File: src/core/lcd_drive_pkg.sv
// Shared constants for the multiplexed LCD drive block.
// Assumes a single 25 MHz clock and a synchronous active-high reset.
package lcd_drive_pkg;

    // Clock and the divided system timebase
    localparam int CLK_HZ = 25_000_000;
    localparam int FSYS_HZ = 32768;
    localparam int TICK_CYC = CLK_HZ / FSYS_HZ;
    localparam int DIV_W = 10;

    // Panel geometry
    localparam int NUM_COM = 4;
    localparam int NUM_SEG = 44;
    localparam int RAM_BYTES = 22;
    localparam logic [4:0] RAM_LAST = 5'h15;

    // Frame rates, slot lengths in system ticks
    localparam int FRAME_HZ_LO = 80;
    localparam int FRAME_HZ_HI = 160;
    localparam int SLOT_LO = FSYS_HZ / (FRAME_HZ_LO * NUM_COM);
    localparam int SLOT_HI = FSYS_HZ / (FRAME_HZ_HI * NUM_COM);
    localparam int SLOT_W = 7;

    // Blink divisors; mode m uses counter bit BLINK_BASE + m
    localparam int BLINK_DIV1 = 16384;
    localparam int BLINK_DIV2 = 32768;
    localparam int BLINK_DIV3 = 65536;
    localparam int BLINK_W = $clog2(BLINK_DIV3);
    localparam int BLINK_BASE = $clog2(BLINK_DIV1) - 2;
    localparam logic [1:0] BLINK_OFF = 2'h0;

    // Register byte offsets
    localparam logic [3:0] REG_CTRL = 4'h0;
    localparam logic [3:0] REG_PTR = 4'h4;
    localparam logic [3:0] REG_DATA = 4'h8;
    localparam logic [3:0] REG_STAT = 4'hC;

    // Control register fields
    localparam int CB_OSC = 0;
    localparam int CB_BIAS = 1;
    localparam int CB_DISP = 2;
    localparam int CB_HALF = 3;
    localparam int CB_F160 = 4;
    localparam int CB_BLINK = 5;
    localparam int CB_VADJ = 7;
    localparam int CB_DET = 8;
    localparam int CB_VSTEP = 9;
    localparam int CTRL_W = 13;
    localparam logic [CTRL_W-1:0] CTRL_RST = 13'h0080;

    // Drive level codes handed to the analog drivers
    localparam logic [1:0] LVL_VSS = 2'h0;
    localparam logic [1:0] LVL_LO = 2'h1;
    localparam logic [1:0] LVL_HI = 2'h2;
    localparam logic [1:0] LVL_VDD = 2'h3;

    // Bus handshake states
    typedef enum logic [1:0] {
        BUS_IDLE = 2'b01,
        BUS_ACK = 2'b10
    } bus_st_t;

endpackage : lcd_drive_pkg

File: src/core/lcd_ram_if.sv
// Link between the drive control and the display memory.
// Assumes both ends run on the same clock.
`timescale 1ns/1ps
interface lcd_ram_if;
    import lcd_drive_pkg::*;
    logic wr_en;
    logic [4:0] wr_addr;
    logic [7:0] wr_data;
    logic [4:0] rd_addr;
    logic [7:0] rd_data;
    logic [1:0] com_sel;
    logic [NUM_SEG-1:0] col_bits;
    modport ctrl (output wr_en, wr_addr, wr_data, rd_addr, com_sel, input rd_data, col_bits);
    modport store (input wr_en, wr_addr, wr_data, rd_addr, com_sel, output rd_data, col_bits);
endinterface : lcd_ram_if

File: src/core/lcd_disp_ram.sv
// Display memory: 22 bytes, two segments of four commons per byte.
// Assumes writes come from the drive control on the same clock.
`timescale 1ns/1ps
module lcd_disp_ram
    import lcd_drive_pkg::*;
(
    input wire logic mclk,
    input wire logic rst,
    lcd_ram_if.store ram
);

    typedef struct packed {
        logic [RAM_BYTES-1:0][7:0] mem;
    } ram_st_t;

    ram_st_t st_r;
    ram_st_t st_nxt;

    // Byte write at the given index
    always_comb
    begin
        st_nxt = st_r;
        if (ram.wr_en && ram.wr_addr <= RAM_LAST)
        begin
            st_nxt.mem[ram.wr_addr] = ram.wr_data;
        end
    end

    // Storage; cleared on reset so the panel never shows junk
    always_ff @(posedge mclk)
    begin
        if (rst)
        begin
            st_r <= '0;
        end
        else
        begin
            st_r <= st_nxt;
        end
    end

    // Read port for software
    assign ram.rd_data = (ram.rd_addr <= RAM_LAST) ? st_r.mem[ram.rd_addr] : 8'h00;

    // Column for the selected common: even segment in low nibble, odd in high
    for (genvar g = 0; g < NUM_SEG; g++)
    begin : g_col
        assign ram.col_bits[g] = st_r.mem[g/2][(g%2)*4 + int'(ram.com_sel)];
    end

    a_ram_write : assert property (@(posedge mclk) disable iff (rst)
        (ram.wr_en && ram.wr_addr <= RAM_LAST) |=> st_r.mem[$past(ram.wr_addr)]
        == $past(ram.wr_data)) else $error("display memory byte not stored");

endmodule : lcd_disp_ram

File: src/core/lcd_mux_drive.sv
// Multiplexed LCD drive control: registers, timebase, common scan, blink.
// Assumes an Avalon-MM master on mclk and analog drivers that decode level codes.
`timescale 1ns/1ps

module lcd_mux_drive
    import lcd_drive_pkg::*;
(
    input wire logic mclk,
    input wire logic rst,
    input wire logic [3:0] avs_address,
    input wire logic avs_read,
    input wire logic avs_write,
    input wire logic [3:0] avs_byteenable,
    input wire logic [31:0] avs_writedata,
    output logic [31:0] avs_readdata,
    output logic avs_waitrequest,
    output logic [2*NUM_COM-1:0] common_outputs,
    output logic [2*NUM_SEG-1:0] segment_outputs,
    output logic osc_running,
    output logic bias_gen_en,
    output logic bypass_mid_res,
    output logic vadj_en,
    output logic lcd_supply_detect_en,
    output logic [3:0] voltage_step_field
);

    typedef struct packed {
        logic [CTRL_W-1:0] ctrl;
        logic [4:0] ptr;
        logic [DIV_W-1:0] div;
        logic tick;
        logic [SLOT_W-1:0] slot_cnt;
        logic [1:0] com_idx;
        logic pol;
        logic [BLINK_W-1:0] blink_cnt;
        bus_st_t bus;
        logic waitreq;
        logic [31:0] readdata;
        logic [2*NUM_COM-1:0] com_out;
        logic [2*NUM_SEG-1:0] seg_out;
    } drv_st_t;

    drv_st_t st_r;
    drv_st_t st_nxt;
    logic run;
    logic blank;
    logic data_wr;
    logic [SLOT_W-1:0] slot_last;
    logic [31:0] rd_value;

    lcd_ram_if ram ();

    // Level code for one output from its select/on state and frame polarity
    function automatic logic [1:0] drive_lvl(input logic active, input logic is_com,
                                             input logic pol);
        logic up;
        up = is_com ^ pol;
        if (active)
        begin
            drive_lvl = up ? LVL_VDD : LVL_VSS;
        end
        else
        begin
            drive_lvl = up ? LVL_LO : LVL_HI;
        end
    endfunction : drive_lvl

    // Register decode used by read mux and write path
    function automatic logic hit(input logic [3:0] addr, input logic [3:0] offs);
        hit = (addr == offs);
    endfunction : hit

    // Display memory
    lcd_disp_ram u_ram (
        .mclk(mclk),
        .rst(rst),
        .ram(ram)
    );

    // Memory hookup: write at pointer, column of the current common
    assign data_wr = (st_r.bus == BUS_ACK) && avs_write && hit(avs_address, REG_DATA)
                     && avs_byteenable[0];
    assign ram.wr_en = data_wr;
    assign ram.wr_addr = st_r.ptr;
    assign ram.wr_data = avs_writedata[7:0];
    assign ram.rd_addr = st_r.ptr;
    assign ram.com_sel = st_r.com_idx;

    // Scan runs only with oscillator started and display on
    assign run = st_r.ctrl[CB_OSC] && st_r.ctrl[CB_DISP];
    assign slot_last = st_r.ctrl[CB_F160] ? SLOT_W'(SLOT_HI - 1) : SLOT_W'(SLOT_LO - 1);
    assign blank = (st_r.ctrl[CB_BLINK +: 2] != BLINK_OFF)
                   && st_r.blink_cnt[BLINK_BASE + int'(st_r.ctrl[CB_BLINK +: 2])];

    // Read mux; unmapped offsets read zero
    always_comb
    begin
        rd_value = 32'h0000_0000;
        if (hit(avs_address, REG_CTRL))
        begin
            rd_value[CTRL_W-1:0] = st_r.ctrl;
        end
        else if (hit(avs_address, REG_PTR))
        begin
            rd_value[4:0] = st_r.ptr;
        end
        else if (hit(avs_address, REG_DATA))
        begin
            rd_value[7:0] = ram.rd_data;
        end
        else if (hit(avs_address, REG_STAT))
        begin
            rd_value[5:0] = {blank, st_r.pol, st_r.com_idx, st_r.ctrl[CB_OSC], run};
        end
    end

    // Next state of the whole block
    always_comb
    begin
        st_nxt = st_r;
        st_nxt.tick = 1'b0;

        // System timebase, stopped until software starts it
        if (st_r.ctrl[CB_OSC])
        begin
            if (st_r.div == DIV_W'(TICK_CYC - 1))
            begin
                st_nxt.div = '0;
                st_nxt.tick = 1'b1;
            end
            else
            begin
                st_nxt.div = st_r.div + DIV_W'(1);
            end
        end
        else
        begin
            st_nxt.div = '0;
        end

        // Blink divider counts system ticks
        if (!st_r.ctrl[CB_OSC])
        begin
            st_nxt.blink_cnt = '0;
        end
        else if (st_r.tick)
        begin
            st_nxt.blink_cnt = st_r.blink_cnt + BLINK_W'(1);
        end

        // Common slot scan, polarity flips each frame
        if (!run)
        begin
            st_nxt.slot_cnt = '0;
            st_nxt.com_idx = 2'h0;
            st_nxt.pol = 1'b0;
        end
        else if (st_r.tick)
        begin
            if (st_r.slot_cnt >= slot_last)
            begin
                st_nxt.slot_cnt = '0;
                st_nxt.com_idx = st_r.com_idx + 2'h1;
                if (st_r.com_idx == 2'(NUM_COM - 1))
                begin
                    st_nxt.pol = ~st_r.pol;
                end
            end
            else
            begin
                st_nxt.slot_cnt = st_r.slot_cnt + SLOT_W'(1);
            end
        end

        // Drive codes; idle at supply level while not scanning
        for (int i = 0; i < NUM_COM; i++)
        begin
            st_nxt.com_out[2*i +: 2] = run ?
                drive_lvl(st_r.com_idx == 2'(i), 1'b1, st_r.pol) : LVL_VDD;
        end
        for (int i = 0; i < NUM_SEG; i++)
        begin
            st_nxt.seg_out[2*i +: 2] = run ?
                drive_lvl(ram.col_bits[i] && !blank, 1'b0, st_r.pol) : LVL_VDD;
        end

        // Bus slave: one wait cycle, then one cycle with waitrequest low
        case (st_r.bus)
            BUS_IDLE:
            begin
                if (avs_read || avs_write)
                begin
                    st_nxt.bus = BUS_ACK;
                    st_nxt.waitreq = 1'b0;
                    st_nxt.readdata = avs_read ? rd_value : 32'h0000_0000;
                end
            end
            BUS_ACK:
            begin
                st_nxt.bus = BUS_IDLE;
                st_nxt.waitreq = 1'b1;
                if (avs_write && hit(avs_address, REG_CTRL))
                begin
                    if (avs_byteenable[0])
                    begin
                        st_nxt.ctrl[7:0] = avs_writedata[7:0];
                    end
                    if (avs_byteenable[1])
                    begin
                        st_nxt.ctrl[CTRL_W-1:8] = avs_writedata[CTRL_W-1:8];
                    end
                end
                else if (avs_write && hit(avs_address, REG_PTR) && avs_byteenable[0])
                begin
                    st_nxt.ptr = (avs_writedata[4:0] > RAM_LAST) ? 5'h00 : avs_writedata[4:0];
                end
                else if (data_wr)
                begin
                    st_nxt.ptr = (st_r.ptr == RAM_LAST) ? 5'h00 : st_r.ptr + 5'h01;
                end
            end
            default:
            begin
                st_nxt.bus = BUS_IDLE;
                st_nxt.waitreq = 1'b1;
            end
        endcase
    end

    // State register with power-on defaults
    always_ff @(posedge mclk)
    begin
        if (rst)
        begin
            st_r <= '0;
            st_r.ctrl <= CTRL_RST;
            st_r.bus <= BUS_IDLE;
            st_r.waitreq <= 1'b1;
            st_r.com_out <= {NUM_COM{LVL_VDD}};
            st_r.seg_out <= {NUM_SEG{LVL_VDD}};
        end
        else
        begin
            st_r <= st_nxt;
        end
    end

    // Outputs straight from state
    assign avs_readdata = st_r.readdata;
    assign avs_waitrequest = st_r.waitreq;
    assign common_outputs = st_r.com_out;
    assign segment_outputs = st_r.seg_out;
    assign osc_running = st_r.ctrl[CB_OSC];
    assign bias_gen_en = st_r.ctrl[CB_BIAS];
    assign bypass_mid_res = st_r.ctrl[CB_HALF];
    assign vadj_en = st_r.ctrl[CB_VADJ];
    assign lcd_supply_detect_en = st_r.ctrl[CB_DET];
    assign voltage_step_field = st_r.ctrl[CB_VSTEP +: 4];

    a_reset_com_idle : assert property (@(posedge mclk) disable iff (rst)
        $past(rst) |-> common_outputs == {NUM_COM{LVL_VDD}})
        else $error("commons not idle after reset");

    a_reset_seg_idle : assert property (@(posedge mclk) disable iff (rst)
        $past(rst) |-> segment_outputs == {NUM_SEG{LVL_VDD}})
        else $error("segments not idle after reset");

    a_reset_mode_bits : assert property (@(posedge mclk) disable iff (rst)
        $past(rst) |-> !bypass_mid_res && !st_r.ctrl[CB_F160] && !st_r.ctrl[CB_DISP]
        && st_r.ctrl[CB_BLINK +: 2] == BLINK_OFF)
        else $error("wrong mode after reset");

    a_reset_power_off : assert property (@(posedge mclk) disable iff (rst)
        $past(rst) |-> !osc_running && !bias_gen_en && vadj_en && !lcd_supply_detect_en)
        else $error("power controls wrong after reset");

    a_idle_no_scan : assert property (@(posedge mclk) disable iff (rst)
        !run |=> common_outputs == {NUM_COM{LVL_VDD}} && st_r.com_idx == 2'h0)
        else $error("scan active while display stopped");

    a_bypass_write : assert property (@(posedge mclk) disable iff (rst)
        (st_r.bus == BUS_ACK && avs_write && avs_address == REG_CTRL && avs_byteenable[0])
        |=> bypass_mid_res == $past(avs_writedata[CB_HALF]))
        else $error("bias bypass did not follow write");

    a_ptr_wrap : assert property (@(posedge mclk) disable iff (rst)
        (data_wr && st_r.ptr == RAM_LAST) |=> st_r.ptr == 5'h00)
        else $error("pointer did not wrap");

    a_slot_order : assert property (@(posedge mclk) disable iff (rst)
        (run && $past(run) && $changed(st_r.com_idx))
        |-> st_r.com_idx == $past(st_r.com_idx) + 2'h1)
        else $error("commons scanned out of order");

    a_bus_answer : assert property (@(posedge mclk) disable iff (rst)
        (st_r.bus == BUS_IDLE && (avs_read || avs_write)) |=> !avs_waitrequest ##1
        avs_waitrequest) else $error("bus answer not one cycle");

endmodule : lcd_mux_drive

File: config.mk
export PLATFORM = sky130hd
export DESIGN_NAME = lcd_mux_drive
export DESIGN_NICKNAME = d
export VERILOG_FILES = /design/src/core/lcd_drive_pkg.sv /design/src/core/lcd_ram_if.sv /design/src/core/lcd_disp_ram.sv /design/src/core/lcd_mux_drive.sv
export SDC_FILE = /design/constraint.sdc
export NUM_CORES = 1
export LEC_CHECK = 0
export ABC_AREA = 1
export BUFFER_PORTS_ARGS = -buffer_cell sky130_fd_sc_hd__buf_2
export CORE_MARGIN = 2
export CORE_UTILIZATION = 43
export CTS_CLUSTER_SIZE = 14
export DETAILED_ROUTE_END_ITERATION = 7
export PLACE_DENSITY = 0.7
export SLEW_MARGIN = 5
export SYNTH_ARGS = -nofsm -noshare
export SYNTH_HDL_FRONTEND = slang
export SYNTH_SLANG_ARGS = --single-unit
export TNS_END_PERCENT = 100
File: constraint.sdc
create_clock -name mclk -period 5.8 [get_ports mclk]
set_input_delay 1.16 -clock mclk [delete_from_list [all_inputs] [get_ports mclk]]
set_output_delay 1.16 -clock mclk [all_outputs]
set_load 0.02 [all_outputs]
==> metrics.yaml, run 1 <==
global_routing:
  grt_pass1_vias: 12401
  track_usage: 0.211
  grt_pass1_wl_um: 65400
  antenna_found_initial: 0
  grt_max_degree: 101
  grt-ovfl-total: 0
clock_network:
  post-cts-setup-buffers: 0
  clk_latency_ns: 0.57
  clock_sinks: 296
  cts_resized: 0
  cts_root_buffer: "clkbuf_16"
  numCtsBuffers: 31
  h-tree-depth: 1
  holdBufCountCts: 0
  cts_max_path_buffers: 3
  cts_tree: "built"
  path_clk_slew_ns: 0.06
setup_path:
  crit_path_start_kind: "flip-flop"
  ff2ff_path_depth: 9
  worstPathArrival_ns: 3.54
  critPathMaxFanout: 51
  crit_required_ns: 6.24
  critPathKind: "reg2reg"
  endpoint_kind: "flip-flop"
sta:
  fin_crit_ns: 3.10
  min_period_over_period: 0.534
  skew_ns: 0.0169
  finalMaxSlewViolations: 0
  whs_ns: 0.456
  slew-limit-headroom: 0.216
  tns_ns: 0
  maxClockFrequency_ghz: 0.323
  hold_violations: 0
  setup_viol: 0
  tightest_slew_ns: 1.17
  rsz0062_at_grt: "false"
  fin_ws_ns: 2.70
synthesis:
  yosysTopAreaCell: "dfxtp_1"
  yosysTopAreaCellShare: 0.382
  synth_area_leaders: "dfxtp_1 38%, a21oi_1 12%, o21ai_0 11%, nand2_1 9.0%, buf_4 7.3%"
  synthesis.area_um2: 15500
  ys_seq_area_frac: 0.382
  yosysUniqueCellTypes: 45
  avgSynthCellArea_um2: 6.96
  yosysWarnings: 0
  synth_cells: 2230
  synth_seq_cells: 296
power:
  p_total_w: 0.00435
  pwr_density_cell_nw_per_um2: 265
  p_leak_nw: 6.39
  irDropWorstVdd_v: 0.000218
floorplan:
  rows: 69
  io_pins: 182
  dieHeight_um: 194
  fp.coreArea_um2: 35600
  dieArea_um2: 37600
  fp.dieW_um: 194
  initial_core_util: 0.436
worst_hold_path:
  min_path_type: "reg2reg"
  hold_depth: 2
route:
  drt_iter0_markers: 1343
  drtPass1Iterations: 5
  wire_per_inst_um: 15.7
  drt_wl_total_um: 41400
  drc: 0
  viasPerCell: 5.30
  ant_nets: 0
  num_vias: 14002
place:
  gp_congestion: 0.865
  dp_slack_ns: 2.44
  io_buffers: 141
  place_hpwl_um: 26100
layout:
  syn_to_final_growth_pct: 5.86
  n_antenna_cell: 0
  final_common_cell: "a21oi_1"
  nets: 2218
  final_util: 0.462
  layout_common_cells: "378 x a21oi_1, 372 x nand2_1, 331 x o21ai_0"
  drive_gt1_frac: 0.121
flow_run:
  maxCapViolations: 0
run_status:
  status: "completed"
-- worst max-delay path, cell delays in order (launching register included) --
cell and delay [ns]:
dfxtp_4 0.44, inv_2 0.74, buf_4 0.45, o211ai_1 0.16, nand3_2 0.14, nand2_8 0.12, nor2_8 0.25, nand2_1 0.31
o21ai_0 0.24, a21oi_1 0.06
-- cell type report --
type	count	area [um^2]
flip-flops and latches	296	5930
clock inverters	14	224
multi-input cells	1433	7070
repair buffers	156	818
fillers	3556	19100
inverters	239	906
well taps	461	577
clock buffers	43	902
-- power breakdown --
part           leakage [nW]  internal, W  switching (W)  total [W]
Clock                 0.560      0.00135       0.000835    0.00218
Combinational          3.45    0.0000269       0.000101   0.000128
Sequential             2.39      0.00203     0.00000143    0.00204
Total                  6.39      0.00341       0.000937    0.00435
-- final timing paths --
kind / start / end / slack, ns
worst max-delay path: ram.rd_addr[0] / u_ram.st_r[121] / 2.70
worst min-delay path: u_ram.st_r[31] / u_ram.st_r[31] / 0.46
worst max register to register: ram.rd_addr[0] / u_ram.st_r[121] / 2.70
worst min register to register: u_ram.st_r[31] / u_ram.st_r[31] / 0.46
-- per-stage QoR --
step,area [um^2],cells
detailed placement,15300,2585
global placement,15300,2585
finish,16400,2642
floorplan,15600,2248
global route,16400,2642
CTS,16400,2642
-- registers in the layout, indices dropped and copies added (netlist names) --
name,count
avs_readdata,13
bias_gen_en,1
bypass_mid_res,1
common_outputs,5
lcd_supply_detect_en,1
osc_running,1
ram.com_sel,2
ram.rd_addr,5
segment_outputs,45
st_r,41
u_ram.st_r,176
vadj_en,1
voltage_step_field,4
-- kinds of logic (layout without fill, tap and decap cells) --
logic type                 Yosys count  count (layout)  synth area share
and+or+nand+nor                    594             594             0.167
AOI/OAI and AO/OA                  789             789             0.261
other                                1              19          0.000242
xor gates and xnor gates            14              14           0.00790
adders and majority gates           17              17            0.0137
DFF                                296             296             0.382
buffers and inverters              519             452             0.168
-- Yosys cell counts, drive strengths merged --
cell type	count
a211oi	2
nor3	18
o211ai	11
nand3	65
o22ai	2
a221oi	4
dfxtp	296
o21ai	374
a31oi	6
nor4	1
nor2	101
inv	237
xor2	9
o21a	2
nand2	396
a21boi	1
clkbuf	89
nand3b	1
buf	191
o31ai	1
a21oi	382
conb	1
ha	17
a22oi	3
o21bai	1
xnor2	5
nor3b	5
nand4	7
clkinv	2
-- routing by layer --
metal / global-route usage / vias to the layer above / part of all wire
li1: - / 7026 / -
met1: 0.282 / 6400 / 0.45
met2: 0.354 / 492 / 0.46
met3: 0.0214 / 84 / 0.061
met4: 0.0755 / 0 / 0.031
met5: 0 / - / 0
Power figures use the tool's default switching activity.
==> run 2: changes to the inputs <==
--- a/config.mk
+++ b/config.mk
@@ -11,7 +11,7 @@
 export CORE_UTILIZATION = 43
 export CTS_CLUSTER_SIZE = 14
 export DETAILED_ROUTE_END_ITERATION = 7
-export PLACE_DENSITY = 0.7
+export PLACE_DENSITY = 0.72
 export SLEW_MARGIN = 5
 export SYNTH_ARGS = -nofsm -noshare
 export SYNTH_HDL_FRONTEND = slang
==> constraint.sdc (replaced) <==
create_clock -name mclk -period 2.5 [get_ports mclk]
set_input_delay 0.5 -clock mclk [delete_from_list [all_inputs] [get_ports mclk]]
set_output_delay 0.5 -clock mclk [all_outputs]
set_load 0.02 [all_outputs]
==> run 2 against run 1 <==
Compared with the run above: clock power rose by 120%; maximum frequency rose by 40%; first-iteration DRC count fell by 19%; global-route usage barely moved.
==> metrics.yaml, run 2 (synthesis results as in run 1) <==
clock_network:
  path_clk_slew_ns: 0.06  # about the same
  cts_max_path_buffers: 3  # unchanged
  clock_sinks: 296  # unchanged
  clk_latency_ns: 0.59  # +0.02 ns
  h-tree-depth: 1  # unchanged
  cts_tree: "built"
  post-cts-setup-buffers: 0  # unchanged
  cts_resized: 0  # unchanged
  holdBufCountCts: 0  # unchanged
  numCtsBuffers: 31  # unchanged
  cts_root_buffer: "clkbuf_16"
setup_path:
  r2r_end: "segment_outputs[67]"
  endpoint_kind: "flip-flop"
  critPathKind: "reg2reg"
  r2r-start: "st_r[144]"
  max_stage_delay_ns: 0.63  # -0.11 ns
  crit_path_start_kind: "flip-flop"
  crit_required_ns: 2.99  # -3.25 ns
  ff2ff_path_depth: 7  # -2
  critPathMaxFanout: 30  # -41%
  rrSetupSlack_ns: 0.29  # -2.41 ns
  cp_num_buf_inv: 2  # unchanged
  worstPathArrival_ns: 2.70  # -0.84 ns
  worst_path_dominant_cell_family: "buffers and inverters"
  path_cells: "nand2_1, o21ai_0, clkinv_1, buf_12, nand2_1, a21oi_1, o21ai_0"
  cpMaxStageDelayCell: "clkinv_1"
power:
  pwr_density_cell_nw_per_um2: 590  # +120%
  irDropWorstVdd_v: 0.000577  # +170%
  p_leak_nw: 6.52  # +2.0%
  p_total_w: 0.00984  # +130%
layout:
  multi_input_area_um2: 7060  # -0.14%
  largest-register: "u_ram.st_r"
  syn_to_final_growth_pct: 7.37
  largest_reg_flops: 176  # unchanged
  layout_common_cells: "378 x a21oi_1, 372 x nand2_1, 331 x o21ai_0"
  fill_cells: 3508  # -1.3%
  nets: 2244  # +1.2%
  regArea_um2: 5930  # unchanged
  drive_gt1_frac: 0.130  # +0.00945
  stdcell_area_um2: 16700  # +1.4%
  n_antenna_cell: 0  # unchanged
  final_util: 0.468  # +0.00658
  final_common_cell: "a21oi_1"
route:
  ant_nets: 0  # unchanged
  drt_iter0_markers: 1085  # -19%
  drc: 0  # unchanged
  drt_wl_total_um: 41900  # +1.1%
  drtPass1Iterations: 5  # unchanged
  wire_per_inst_um: 15.7  # +0.16%
  num_vias: 14067  # +0.46%
  viasPerCell: 5.27  # -0.51%
place:
  io_buffers: 141  # unchanged
  place_hpwl_um: 27700  # +6.1%
  place_area_um2: 15600  # +1.9%
  gp_congestion: 0.901  # +4.2%
global_routing:
  grt-ovfl-total: 0  # unchanged
  grt_max_degree: 89  # -12%
  antenna_found_initial: 0  # unchanged
  track_usage: 0.211  # about the same
  grt_pass1_vias: 12453  # +0.42%
  grt_pass1_wl_um: 65400  # about the same
sta:
  rsz0062_at_grt: "false"
  min_period_over_period: 0.883  # +0.349
  maxClockFrequency_ghz: 0.453  # +40%
  skew_ns: 0.0202  # +0.00331 ns
  hold_violations: 0  # unchanged
  fin_crit_ns: 2.21  # -0.891 ns
  tns_ns: 0  # unchanged
  tightest_slew_ns: 0.840  # -0.330 ns
  finalMaxSlewViolations: 0  # unchanged
  slew-limit-headroom: 0.440  # +0.224
  whs_ns: 0.156  # -0.300 ns
  setup_viol: 0  # unchanged
floorplan:
  rows: 69  # unchanged
  fp.coreArea_um2: 35600  # unchanged
  dieHeight_um: 194  # unchanged
  io_pins: 182  # unchanged
  fp.dieW_um: 194  # unchanged
  dieArea_um2: 37600  # unchanged
  initial_core_util: 0.436  # unchanged
worst_hold_path:
  hold_start: "avs_writedata[11]"
  hold_end: "voltage_step_field[2]"
  hold_depth: 3  # +1
  min_path_type: "in2reg"
run_status:
  status: "completed"
flow_run:
  maxCapViolations: 0  # unchanged
[run 2: cell types whose count changed in the layout (fill, tap and decap cells not counted), moves of 2 or more]
cell / previous run / this run
buf_4: 15 / 32
nor3_1: 15 / 17
bufinv_16: 6 / 4
clkinvlp_4: 0 / 2
buf_12: 0 / 9
nor3_2: 3 / 1
[run 2: cell type report]
class                      count  area share
multi-input combinational   1433       0.424
timing repair buffer         182      0.0676
clock inverter                16      0.0120
sequential                   296       0.356
tap                          461      0.0346
clock buffer                  41      0.0518
inverter                     239      0.0543
[run 2: through the flow]
step	setup slack, ns	instances
after detailed placement	0.252	2611
after floorplan	0.365	2248
after global routing	0.135	2668
after CTS	0.326	2668
after global placement	0.297	2611
final	0.293	2668
[run 2: power breakdown]
group          total, W  switching, W  leakage (nW)  internal [W]
registers       0.00472    0.00000320          2.39       0.00472
clock network   0.00480       0.00196         0.526       0.00284
logic          0.000312      0.000241          3.61     0.0000715
[run 2: worst max-delay path by stage]
stage | startpoint | end | slack (ns) | depth (start not counted)
2_1_floorplan | ram.rd_addr[1] | u_ram.st_r[133] | 0.36 | 12
3_3_place_gp | avs_address[1] | u_ram.st_r[122] | 0.30 | 9
3_5_place_dp | avs_address[1] | st_r[178] | 0.25 | 9
4_1_cts | st_r[144] | segment_outputs[67] | 0.33 | 7
5_1_grt | st_r[144] | segment_outputs[67] | 0.13 | 7
6_report | st_r[144] | segment_outputs[67] | 0.29 | 7
[run 2: metal layers]
metal,vias to the layer above,track usage,part of all wire,wire length (um)
met4,0,0.0861,0.038,1580
met3,89,0.0271,0.076,3180
li1,7070,-,-,-
met1,6350,0.281,0.44,18300
met2,558,0.346,0.45,18800
met5,-,0,0,0
[run 2: worst reg2reg max path, delay by kind of cell (launching register included)]
kind / cells / cell delay (ns)
DFF: 1 / 0.39
buffers and inverters: 2 / 1.03
AOI/OAI and AO/OA: 3 / 0.55
and+or+nand+nor: 2 / 0.17
==> run 3: changes to the inputs <==
--- a/config.mk
+++ b/config.mk
@@ -11,7 +11,6 @@
 export CORE_UTILIZATION = 43
 export CTS_CLUSTER_SIZE = 14
 export DETAILED_ROUTE_END_ITERATION = 7
-export PLACE_DENSITY = 0.72
 export SLEW_MARGIN = 5
 export SYNTH_ARGS = -nofsm -noshare
 export SYNTH_HDL_FRONTEND = slang
==> run 3 against run 2 <==
Compared with the run above: critical endpoint is now u_ram.st_r[122]; sequential power is essentially flat; wire length grew 3.7%; final area grew 0.56%; sequential share of layout area shrank 0.19 points; global-route usage grew 1.3 points; largest cell class unchanged.
==> metrics.yaml, run 3 (synthesis results as in run 1) <==
route:
  wire_per_inst_um: 16.3  # +3.7%
  met2_length_um: 19100  # +1.8%
  highest_layer: "met4"
  drc: 0  # unchanged
  drt_iter0_markers: 1087  # +0.18%
  drtPass1Iterations: 5  # unchanged
  ant_nets: 0  # unchanged
  wl_met3_um: 2890  # -8.9%
  num_vias: 13882  # -1.3%
  viasPerCell: 5.20  # -1.4%
  drt_wl_total_um: 43400  # +3.7%
  drt-met1-wl_um: 20100  # +9.5%
sta:
  setup_viol: 0  # unchanged
  fin_crit_ns: 2.26  # +0.0520 ns
  rsz0062_at_grt: "false"
  skew_ns: 0.0424  # +0.0222 ns
  min_period_over_period: 0.904  # +0.0208
  slew-limit-headroom: 0.400  # -0.0399
  hold_violations: 0  # unchanged
  tightest_slew_ns: 0.899  # +0.0599 ns
  tns_ns: 0  # unchanged
  finalMaxSlewViolations: 0  # unchanged
  maxClockFrequency_ghz: 0.443  # -2.3%
global_routing:
  track_usage: 0.224  # +0.0133
  grt_pass1_vias: 12251  # -1.6%
  grt_pass1_wl_um: 68200  # +4.3%
  grt-ovfl-total: 0  # unchanged
  antenna_found_initial: 0  # unchanged
  grt_max_degree: 101  # +13%
power:
  irDropWorstVdd_v: 0.000582  # +0.79%
  p_leak_nw: 6.58  # +0.81%
  p_total_w: 0.0102  # +4.2%
  pwr_density_cell_nw_per_um2: 612  # +3.6%
setup_path:
  crit_required_ns: 2.90  # -0.09 ns
  r2r_end: "u_ram.st_r[122]"
  endpoint_kind: "flip-flop"
  critPathMaxFanout: 43  # +43%
  worstPathArrival_ns: 2.66  # -0.04 ns
  critPathKind: "reg2reg"
  ff2ff_path_depth: 7  # unchanged
  r2r-start: "ram.rd_addr[0]"
  rrSetupSlack_ns: 0.24  # -0.05 ns
  crit_path_start_kind: "flip-flop"
clock_network:
  clock_sinks: 296  # unchanged
  cts_tree: "built"
  post-cts-setup-buffers: 0  # unchanged
  h-tree-depth: 2  # +1
  path_clk_slew_ns: 0.06  # about the same
  cts_resized: 0  # unchanged
  cts_root_buffer: "clkbuf_16"
  numCtsBuffers: 35  # +13%
  clk_latency_ns: 0.55  # -0.04 ns
  cts_max_path_buffers: 3  # unchanged
  holdBufCountCts: 0  # unchanged
floorplan:
  dieArea_um2: 37600  # unchanged
  dieHeight_um: 194  # unchanged
  fp.dieW_um: 194  # unchanged
  io_pins: 182  # unchanged
  initial_core_util: 0.436  # unchanged
  rows: 69  # unchanged
  fp.coreArea_um2: 35600  # unchanged
worst_hold_path:
  min_path_type: "in2reg"
  hold_start: "avs_writedata[8]"
  hold_depth: 3  # unchanged
  hold_end: "lcd_supply_detect_en"
run_status:
  status: "completed"
layout:
  layout_common_cells: "378 x a21oi_1, 372 x nand2_1, 331 x o21ai_0"
  final_common_cell: "a21oi_1"
  nets: 2245  # +0.045%
  n_antenna_cell: 0  # unchanged
  drive_gt1_frac: 0.133  # +0.00266
  syn_to_final_growth_pct: 7.97
  largest_reg_flops: 176  # unchanged
  largest-register: "u_ram.st_r"
place:
  io_buffers: 141  # unchanged
  gp_congestion: 0.864  # -4.2%
  place_hpwl_um: 28200  # +2.1%
flow_run:
  maxCapViolations: 0  # unchanged
run 3: critical path, cell delays in order, from the launching register on:
cell,delay [ns]
dfxtp_4,0.39
buf_4,0.42
ha_1,0.29
inv_1,0.12
nor2_8,0.25
nand2_1,0.34
o21ai_0,0.26
a21oi_1,0.06
run 3: per-layer routing:
metal  up-vias  track usage
met5         -            0
met4         0       0.0825
met3        80       0.0383
met2       457        0.349
met1      6271        0.312
li1       7074            -
run 3: report_power, final:
group | leakage, nW | internal (W) | switching (W) | total [W]
logic | 3.60 | 0.0000698 | 0.000241 | 0.000311
registers | 2.39 | 0.00472 | 0.00000318 | 0.00472
clock network | 0.589 | 0.00309 | 0.00212 | 0.00521
total | 6.58 | 0.00789 | 0.00236 | 0.0102
run 3: layout make-up:
type,instances,area [um^2]
Clock inverter,14,164
Tap cell,461,577
Fill cell,3601,18800
Timing Repair Buffer,179,1090
Clock buffer,47,1020
Sequential cell,296,5930
Multi-Input combinational cell,1433,7060
Inverter,239,905
run 3: how the worst max path moves through the flow:
stage | slack [ns] | end | cells past startpoint | from
6_report | 0.24 | u_ram.st_r[122] | 7 | ram.rd_addr[0]
5_1_grt | 0.07 | u_ram.st_r[122] | 7 | ram.rd_addr[0]
4_1_cts | 0.25 | u_ram.st_r[122] | 7 | ram.rd_addr[0]
3_5_place_dp | 0.24 | u_ram.st_r[122] | 9 | avs_address[1]
3_3_place_gp | 0.25 | u_ram.st_r[122] | 9 | avs_address[1]
2_1_floorplan | 0.36 | u_ram.st_r[133] | 12 | ram.rd_addr[1]
run 3: metrics by stage:
stage | cell area, um^2 | hold slack (ns) | setup WS [ns] | cells | util
3_5_place_dp | 15600 | 0.445 | 0.241 | 2608 | 0.438
2_1_floorplan | 15600 | 0.431 | 0.365 | 2248 | -
5_1_grt | 16700 | 0.204 | 0.0671 | 2669 | 0.471
6_report | 16700 | 0.212 | 0.241 | 2669 | 0.471
4_1_cts | 16700 | 0.197 | 0.255 | 2669 | 0.471
3_3_place_gp | 15600 | 0.442 | 0.246 | 2608 | 0.438
